## config.mk

```make
export PLATFORM = sky130hd
export DESIGN_NAME = scsi_port_dev_flat
export DESIGN_NICKNAME = d
export VERILOG_FILES = /design/src/verilog/scsi_port_pkg.sv /design/src/verilog/scsi_io_if.sv /design/src/verilog/scsi_port_dev.sv /design/src/flat_wrapper.sv
export SDC_FILE = /design/constraint.sdc
export NUM_CORES = 1
export LEC_CHECK = 0
export BUFFER_PORTS_ARGS = -buffer_cell sky130_fd_sc_hd__buf_2
export CORE_ASPECT_RATIO = 0.9
export CORE_UTILIZATION = 56
export DETAILED_ROUTE_END_ITERATION = 12
export PLACE_DENSITY = 0.79
export SYNTH_ARGS = -nofsm -noshare
export SYNTH_HDL_FRONTEND = slang
export SYNTH_SLANG_ARGS = --single-unit
```

## constraint.sdc

```tcl
create_clock -name clk_in -period 5.9 [get_ports clk_in]
set_clock_uncertainty 0.15 [all_clocks]
set_input_delay 0.295 -clock clk_in [delete_from_list [all_inputs] [get_ports clk_in]]
set_output_delay 0.295 -clock clk_in [all_outputs]
set_load 0.005 [all_outputs]
```

## src/verilog/scsi_port_pkg.sv

```systemverilog
// Shared constants and types for the adapter host register port
package scsi_port_pkg;
    localparam logic [15:0] ADDR_SETUP = 16'h0d52;
    localparam logic [15:0] ADDR_STACK = 16'h0d58;
    localparam logic [15:0] ADDR_BURST = 16'h0d5b;
    localparam logic [15:0] ADDR_SIDE = 16'h0d5c;
    localparam logic [15:0] ADDR_REPORT = 16'h0d5e;
    localparam logic [15:0] ADDR_REPORT_HI = 16'h0d5f;
    localparam logic [15:0] UNLOCK_VALUE = 16'h0044;
    localparam int STACK_BYTES = 16;
    localparam logic [4:0] MAX_STORED = 5'h10;
    localparam logic [4:0] UNEXPECTED_TAG = 5'h1f;
    localparam logic [4:0] RECOVERY_TAG = 5'h10;
    localparam logic [4:0] LAST_QUEUE_TAG = 5'h0f;
    localparam int ST_BUSY = 7;
    localparam int CFG_DMA_EN = 12;
    localparam int CFG_IRQ_EN = 9;
    localparam int CFG_IRQ_LVL = 8;
    localparam logic [7:0] CFG_WR_MASK = 8'hf3;
    localparam logic [2:0] BURST_MAX_NORMAL = 3'h1;
    localparam logic [7:0] HREG_ADDR = 8'h00;
    localparam logic [7:0] HREG_WDATA = 8'h04;
    localparam logic [7:0] HREG_GO = 8'h08;
    localparam logic [7:0] HREG_RESULT = 8'h0c;
    localparam logic [15:0] STATUS_RESET = 16'h0080;

    typedef enum logic [3:0] {
        OP_SEND_SCSI = 4'h0,
        OP_BUFFER_RW = 4'h1,
        OP_RSVD2 = 4'h2,
        OP_RSVD3 = 4'h3,
        OP_SELF_TEST = 4'h4,
        OP_WRAP_TEST = 4'h5,
        OP_CLEAR_TAG = 4'h6,
        OP_CONTINUE = 4'h7,
        OP_ADAPTER_INFO = 4'h8,
        OP_BUS_RESET = 4'h9
    } opcode_t;

    // True for codes the adapter does not act on
    function automatic logic op_reserved(input logic [3:0] op);
        op_reserved = (op == OP_RSVD2) || (op == OP_RSVD3) || (op > OP_BUS_RESET);
    endfunction

    // Codes that may only use the sixteen queue tags
    function automatic logic op_queued(input logic [3:0] op);
        op_queued = (op == OP_SEND_SCSI) || (op == OP_BUFFER_RW);
    endfunction
endpackage

```

## src/verilog/scsi_io_if.sv

```systemverilog
// I/O channel between host processor and adapter register port
`timescale 1ns/1ps
interface scsi_io_if;
    logic [15:0] io_addr;
    logic [15:0] io_wdata;
    logic io_wr;
    logic io_rd;
    logic io_word;
    logic [15:0] io_rdata;
    logic irq_l11;
    logic irq_l12;
    logic dma_req;
    logic [2:0] dma_chan;

    modport dev (
        input io_addr, io_wdata, io_wr, io_rd, io_word,
        output io_rdata, irq_l11, irq_l12, dma_req, dma_chan
    );
    modport host (
        output io_addr, io_wdata, io_wr, io_rd, io_word,
        input io_rdata, irq_l11, irq_l12, dma_req, dma_chan
    );
endinterface

```

## src/verilog/scsi_port_dev.sv

```systemverilog
// Adapter end of the host register port: registers, queue handshake, interrupt
`timescale 1ns/1ps
module scsi_port_dev
    import scsi_port_pkg::*;
#(
    parameter logic [3:0] EC_LEVEL = 4'hf
) (
    input wire logic clk_in,
    input wire logic rstn_in,
    scsi_io_if.dev io,
    output logic init_start_out,
    output logic cmd_valid_out,
    output logic [3:0] cmd_op_out,
    output logic cmd_reserved_out,
    output logic [3:0] cmd_count_out,
    output logic [4:0] cmd_tag_out,
    output logic [127:0] cmd_stack_out,
    output logic [2:0] burst_code_out,
    input wire logic done_in,
    input wire logic done_scsi_in,
    input wire logic [7:0] done_code_in,
    input wire logic [4:0] done_tag_in,
    input wire logic [15:0] done_ext_in,
    input wire logic done_aux_we_in,
    input wire logic [15:0] done_aux_in,
    input wire logic dma_want_in
);
    typedef struct packed {
        logic locked;
        logic init_wait;
        logic init_hold;
        logic busy;
        logic valid;
        logic stype;
        logic [4:0] tag;
        logic [7:0] code;
        logic [15:0] ext;
        logic [15:0] aux;
        logic [7:0] cfg_hi;
        logic [2:0] burst;
        logic [3:0] ptr;
        logic [STACK_BYTES-1:0][7:0] stack;
        logic pend;
        logic [4:0] stored;
        logic irq_pend;
        logic [15:0] rdata;
        logic irq11;
        logic irq12;
        logic dma_req;
        logic init_start;
        logic cmd_valid;
        logic [3:0] cmd_op;
        logic cmd_reserved;
        logic [3:0] cmd_count;
        logic [4:0] cmd_tag;
        logic [STACK_BYTES-1:0][7:0] cmd_stack;
    } dev_state_t;

    dev_state_t q;
    dev_state_t d;

    logic [7:0] low_status;
    logic [2:0] chan;
    logic chan_ok;

    assign low_status = {q.busy, q.valid, q.stype, q.tag};

    always_comb begin
        d = q;
        d.rdata = 16'h0000;
        d.init_start = 1'b0;
        d.cmd_valid = 1'b0;
        if (io.io_rd) begin
            case (io.io_addr)
                ADDR_REPORT: begin
                    if (io.io_word) begin
                        d.rdata = {q.code, low_status};
                    end else begin
                        d.rdata = {8'h00, low_status};
                        d.irq_pend = 1'b0;
                        d.valid = 1'b0;
                    end
                    if (q.init_hold) begin
                        d.init_hold = 1'b0;
                        d.busy = 1'b0;
                    end
                end
                ADDR_REPORT_HI: d.rdata = {8'h00, q.code};
                ADDR_STACK: d.rdata = q.ext;
                ADDR_SIDE: d.rdata = q.aux;
                ADDR_SETUP: begin
                    if (io.io_word) begin
                        d.rdata = {q.cfg_hi, 4'h0, EC_LEVEL};
                    end
                end
                default: d.rdata = 16'h0000;
            endcase
        end
        if (io.io_wr) begin
            case (io.io_addr)
                ADDR_SIDE: begin
                    if (io.io_word) begin
                        d.aux = io.io_wdata;
                        if (q.locked && io.io_wdata == UNLOCK_VALUE) begin
                            d.locked = 1'b0;
                            d.init_wait = 1'b1;
                            d.init_start = 1'b1;
                        end
                    end
                end
                ADDR_REPORT: begin
                    // Byte-wide command writes are undefined and dropped
                    if (io.io_word && !q.locked) begin
                        d.busy = 1'b1;
                        d.pend = 1'b1;
                        d.cmd_op = io.io_wdata[15:12];
                        d.cmd_reserved = op_reserved(io.io_wdata[15:12]);
                        d.cmd_count = io.io_wdata[11:8];
                        d.cmd_tag = io.io_wdata[4:0];
                        d.cmd_stack = q.stack;
                        d.ptr = 4'h0;
                    end
                end
                ADDR_STACK: begin
                    if (io.io_word) begin
                        d.stack[q.ptr] = io.io_wdata[15:8];
                        d.stack[q.ptr + 4'h1] = io.io_wdata[7:0];
                        d.ptr = q.ptr + 4'h2;
                    end
                end
                ADDR_BURST: d.burst = io.io_wdata[3:1];
                ADDR_SETUP: begin
                    if (io.io_word) begin
                        d.cfg_hi = io.io_wdata[15:8] & CFG_WR_MASK;
                    end
                end
                default: d.cfg_hi = d.cfg_hi;
            endcase
        end
        // Queue hand-off; the recovery tag bypasses a full queue
        if (q.pend && !q.init_wait && !q.init_hold) begin
            if (q.stored < MAX_STORED || q.cmd_tag == RECOVERY_TAG) begin
                d.pend = 1'b0;
                d.busy = 1'b0;
                d.cmd_valid = 1'b1;
                if (q.cmd_tag != RECOVERY_TAG) begin
                    d.stored = q.stored + 5'h01;
                end
            end
        end
        // Completion is applied last so a report wins over a same-cycle read
        if (done_in) begin
            d.code = done_code_in;
            d.stype = done_scsi_in;
            d.tag = done_tag_in;
            d.ext = done_ext_in;
            d.valid = 1'b1;
            d.irq_pend = 1'b1;
            if (q.init_wait) begin
                d.init_wait = 1'b0;
                d.init_hold = 1'b1;
                d.cfg_hi = 8'h00;
            end else if (done_tag_in != UNEXPECTED_TAG && done_tag_in != RECOVERY_TAG && q.stored != 5'h00) begin
                d.stored = d.stored - 5'h01;
            end
        end
        if (done_aux_we_in) begin
            d.aux = done_aux_in;
        end
        d.irq11 = d.irq_pend && d.cfg_hi[CFG_IRQ_EN-8] && !d.cfg_hi[CFG_IRQ_LVL-8];
        d.irq12 = d.irq_pend && d.cfg_hi[CFG_IRQ_EN-8] && d.cfg_hi[CFG_IRQ_LVL-8];
        // Request follows the new setup so it never shows beside a stale channel
        chan = d.cfg_hi[7:5];
        chan_ok = (chan != 3'h2) && (chan != 3'h4);
        d.dma_req = dma_want_in && d.cfg_hi[CFG_DMA_EN-8] && chan_ok;
    end

    always_ff @(posedge clk_in) begin
        if (!rstn_in) begin
            q <= '0;
            q.locked <= 1'b1;
            q.busy <= STATUS_RESET[ST_BUSY];
        end else begin
            q <= d;
        end
    end

    assign io.io_rdata = q.rdata;
    assign io.irq_l11 = q.irq11;
    assign io.irq_l12 = q.irq12;
    assign io.dma_req = q.dma_req;
    assign io.dma_chan = q.cfg_hi[7:5];
    assign init_start_out = q.init_start;
    assign cmd_valid_out = q.cmd_valid;
    assign cmd_op_out = q.cmd_op;
    assign cmd_reserved_out = q.cmd_reserved;
    assign cmd_count_out = q.cmd_count;
    assign cmd_tag_out = q.cmd_tag;
    assign cmd_stack_out = q.cmd_stack;
    assign burst_code_out = q.burst;
endmodule

```

## src/flat_wrapper.sv

```systemverilog
// flat-port wrapper written by rule: the top's interface ports become plain ports
module scsi_port_dev_flat import scsi_port_pkg::*;
#(
    parameter logic [3:0] EC_LEVEL = 4'hf
)
  (clk_in, rstn_in, init_start_out, cmd_valid_out, cmd_op_out, cmd_reserved_out, cmd_count_out, cmd_tag_out, cmd_stack_out, burst_code_out, done_in, done_scsi_in, done_code_in, done_tag_in, done_ext_in, done_aux_we_in, done_aux_in, dma_want_in, io_io_addr, io_io_wdata, io_io_wr, io_io_rd, io_io_word, io_io_rdata, io_irq_l11, io_irq_l12, io_dma_req, io_dma_chan);
  scsi_io_if io_i ();
  input wire logic clk_in;
  input wire logic rstn_in;
  output logic init_start_out;
  output logic cmd_valid_out;
  output logic [3:0] cmd_op_out;
  output logic cmd_reserved_out;
  output logic [3:0] cmd_count_out;
  output logic [4:0] cmd_tag_out;
  output logic [127:0] cmd_stack_out;
  output logic [2:0] burst_code_out;
  input wire logic done_in;
  input wire logic done_scsi_in;
  input wire logic [7:0] done_code_in;
  input wire logic [4:0] done_tag_in;
  input wire logic [15:0] done_ext_in;
  input wire logic done_aux_we_in;
  input wire logic [15:0] done_aux_in;
  input wire logic dma_want_in;
  input wire logic [$bits(io_i.io_addr)-1:0] io_io_addr;
  input wire logic [$bits(io_i.io_wdata)-1:0] io_io_wdata;
  input wire logic [$bits(io_i.io_wr)-1:0] io_io_wr;
  input wire logic [$bits(io_i.io_rd)-1:0] io_io_rd;
  input wire logic [$bits(io_i.io_word)-1:0] io_io_word;
  output wire logic [$bits(io_i.io_rdata)-1:0] io_io_rdata;
  output wire logic [$bits(io_i.irq_l11)-1:0] io_irq_l11;
  output wire logic [$bits(io_i.irq_l12)-1:0] io_irq_l12;
  output wire logic [$bits(io_i.dma_req)-1:0] io_dma_req;
  output wire logic [$bits(io_i.dma_chan)-1:0] io_dma_chan;
  assign io_i.io_addr = io_io_addr;
  assign io_i.io_wdata = io_io_wdata;
  assign io_i.io_wr = io_io_wr;
  assign io_i.io_rd = io_io_rd;
  assign io_i.io_word = io_io_word;
  assign io_io_rdata = io_i.io_rdata;
  assign io_irq_l11 = io_i.irq_l11;
  assign io_irq_l12 = io_i.irq_l12;
  assign io_dma_req = io_i.dma_req;
  assign io_dma_chan = io_i.dma_chan;
  scsi_port_dev #(.EC_LEVEL(EC_LEVEL)) u_core (.clk_in(clk_in), .rstn_in(rstn_in), .io(io_i), .init_start_out(init_start_out), .cmd_valid_out(cmd_valid_out), .cmd_op_out(cmd_op_out), .cmd_reserved_out(cmd_reserved_out), .cmd_count_out(cmd_count_out), .cmd_tag_out(cmd_tag_out), .cmd_stack_out(cmd_stack_out), .burst_code_out(burst_code_out), .done_in(done_in), .done_scsi_in(done_scsi_in), .done_code_in(done_code_in), .done_tag_in(done_tag_in), .done_ext_in(done_ext_in), .done_aux_we_in(done_aux_we_in), .done_aux_in(done_aux_in), .dma_want_in(dma_want_in));
endmodule
```

==> metrics <==
critical path endpoint category flip-flop; die width roughly 190 um; Critical-path top delay cell nor3_1; Critical Path AT around 3.7 ns; Util after Layout 0.6400; dpl hpwl 28390 um; Logic pwr share 0.061; Finished Layout Cells 2425; GR Util All Layers 0.2937; CP startpoint kind flip-flop; outcome complete, no violations; Post-Synthesis Cells 1961; RSZ-0062 raised after global routing false; FMAX 294.5 MHz; Root Buffer clkbuf_16; Worst Hold Depth 3; DRT Wirelength 46100 um; share of the synthesized area in the top cell type 0.4308; DR DRC count 0; io pins ~260; Post-Syn Area 0.01691 sq mm; HP Start done_aux_we_in; Max Slew Vio Count 0; leading register cell type out of synthesis dfxtp_1; Syn-to-layout area delta 10.89%; first-pass iteration count of the detailed router 7; slew margin rel. 0.1437; setup TNS 0 ns; via count 14.15k; CTS tree built; TritonCTS Buffers 39; total global routing overflow 0; Mapped Nets roughly 2k; Max-Cap Viols 0; Fin. Hold Viols 0; CP Class flip-flop to flip-flop; CP startpoint u_core.q[299]; WP data required 6.16 ns; clock transition at the registers of the reported paths around 0.060 ns; antenna violations before repair 6; Yosys top cell by area dfxtp_1; Port Buffers around 250; die area 0.03090 sq mm; Synth top cells by count 415 x nand2_1, 364 x dfxtp_1, 167 x buf_4; final setup fails 0; reg2reg start u_core.q[299]; worst-case clock buffer depth 3; largest family of logic cells by synthesized area compound AO/OA/AOI/OAI gates; fillcell total 2414; Synth Area per Inst 8.625 sq um; hold crit path type input port to flip-flop; CP max FO 15; Synth Register Bits between 300 and 400; 1st-iter DRT viols 1582; Vias/cell slightly below 6; share of cells above drive strength 1 0.1700; Synth area leaders dfxtp_1 43%, nand2_1 9.2%, buf_4 7.4%; worst skew pair latency 0.53 ns; setup bufs post-CTS 0; Tmin final 3.396 ns; Initial Util 0.5771; largest net degree at the start of global routing 190; wire per inst 19.01 um; Net Sw Frac 0.2223; die height 166.9 um; number of global-route vias before repair 13.58k; Crit path largest cell delay 0.86 ns; H-Tree Depth 2; most numerous cell in the Yosys netlist nand2_1; row cnt 59; Placed Cells incl. Taps 2302; clock share of power 0.472; Sink Count 364; first-pass GRT wire length 72450 um; final worst-path cycle share 0.5755; Compound-Gate Fraction of Synth Area 0.2258; Power per Cell Area 288.5 mW/mm^2; Switch Pwr approximately 1.2 mW; Yosys cell types 54; Int Pwr 4.209 mW; R2R depth 6; Post-synth EDFFs 0; Leak 7.928 nW; async set-or-reset flop fraction in the synthesized netlist 0; Core ar. 0.02931 sq mm; internal reg-to-reg setup slack 2.50 ns; Nets 2086; GPL Wtd Cong 0.8802; Ys Warns 0; Post-Synth Simple-Gate Area 0.1961; hold endpoint u_core.q[313]; cells along the critical path ha_1 > xor2_1 > nor3_1 > o211ai_1 > and2_1 > o21a_1; Reg power frac 0.467; Synth Area in Adders 0.002959; worst vdd ir 0.0001978 V; delay-heaviest family, CP simple AND/OR/NAND/NOR gates; final hold slack 0.1301 ns; Seq/Total Area, Yosys 0.4308; Synth Area in XOR/XNOR 0.005178; Worst-Margin Slew 1.273 ns; Final ANT Viol Nets 0; Crit path buffers/inverters 0; mux contribution to synthesized area 0.02434
==> repair_timing <==
item | 4_1_cts | 5_1_grt
hold endpoints to repair | 50 | 0
hold buffers | 49 | 0
resized for setup | 0 | 0
==> worst max-delay path by stage <==
stage / to / slack, ns / depth (start not counted)
final: flip-flop / 2.50 / 6
after global routing: flip-flop / 2.27 / 6
after CTS: flip-flop / 2.58 / 6
after detailed placement: u_core.cmd_stack_out[111] / 2.21 / 8
after global placement: u_core.cmd_stack_out[67] / 2.30 / 8
after floorplan: flip-flop / 3.16 / 9
==> area by class of cell <==
type | count | area [sq um] | share of cell area
flip-flops and latches | 364 | 7287 | 0.3885
clock inverters | 10 | 177.7 | 0.009473
inverters | 11 | 41.29 | 0.002201
repair buffers | 316 | 1881 | 0.1003
diodes | 6 | 15.01 | 0.0008005
multi-input cells | 1264 | 7699 | 0.4105
well taps | 396 | 495.5 | 0.02642
clock buffers | 58 | 1160 | 0.06184
==> worst min-delay path: stages <==
cell and delay (ns):
buf_2 0.29, a211oi_1 0.08, nor2_1 0.09
==> metal layers <==
| layer | part of all wire | up-vias | track usage |
|---|---|---|---|
| li1 | - | 6639 | - |
| met1 | 0.42 | 6674 | 0.3932 |
| met2 | 0.45 | 711 | 0.4647 |
| met3 | 0.095 | 127 | 0.05511 |
| met4 | 0.033 | 0 | 0.1179 |
| met5 | 0 | - | 0 |
==> stage by stage <==
stage	power [mW]	cell area, sq um	setup slack (ns)
after floorplan	2.774	16910	3.156
after detailed placement	2.873	16910	2.209
after global routing	5.569	18760	2.268
after global placement	2.862	16910	2.301
after CTS	5.429	18740	2.579
final	5.412	18760	2.504
==> logic make-up (layout without fill, tap and decap cells) <==
kind of cell | after synthesis | in the layout
XOR/XNOR | 10 | 10
multiplexers | 41 | 41
flip-flops | 364 | 364
buffers and inverters | 333 | 395
AND/OR/NAND/NOR | 713 | 713
other | 0 | 6
AO/OA/AOI/OAI | 496 | 496
adder cells (fa/ha/maj) | 4 | 4
==> power groups by stage <==
stage	Combinational, mW	Clock, mW	Sequential [mW]
detailed placement	0.294	0	2.58
global placement	0.285	0	2.58
CTS	0.320	2.58	2.53
finish	0.330	2.55	2.53
floorplan	0.204	0	2.57
global route	0.355	2.68	2.53
==> placed cells by master (no fill, tap or decap), drive strengths merged, types with 5 or more instances in the layout <==
| cell | n |
|---|---|
| a211oi | 15 |
| a21boi | 151 |
| a21oi | 24 |
| a222oi | 16 |
| a22o | 8 |
| a22oi | 120 |
| and2 | 67 |
| and3 | 6 |
| buf | 266 |
| bufinv | 5 |
| clkbuf | 59 |
| dfxtp | 364 |
| diode | 6 |
| dlygate4sd3 | 49 |
| inv | 11 |
| mux2i | 40 |
| nand2 | 415 |
| nand3 | 12 |
| nor2 | 98 |
| nor2b | 36 |
| nor3 | 27 |
| nor4 | 19 |
| o211a | 66 |
| o211ai | 10 |
| o21a | 58 |
| o21ai | 23 |
| xnor2 | 8 |
Note: power is estimated with default switching activity, not from simulation.
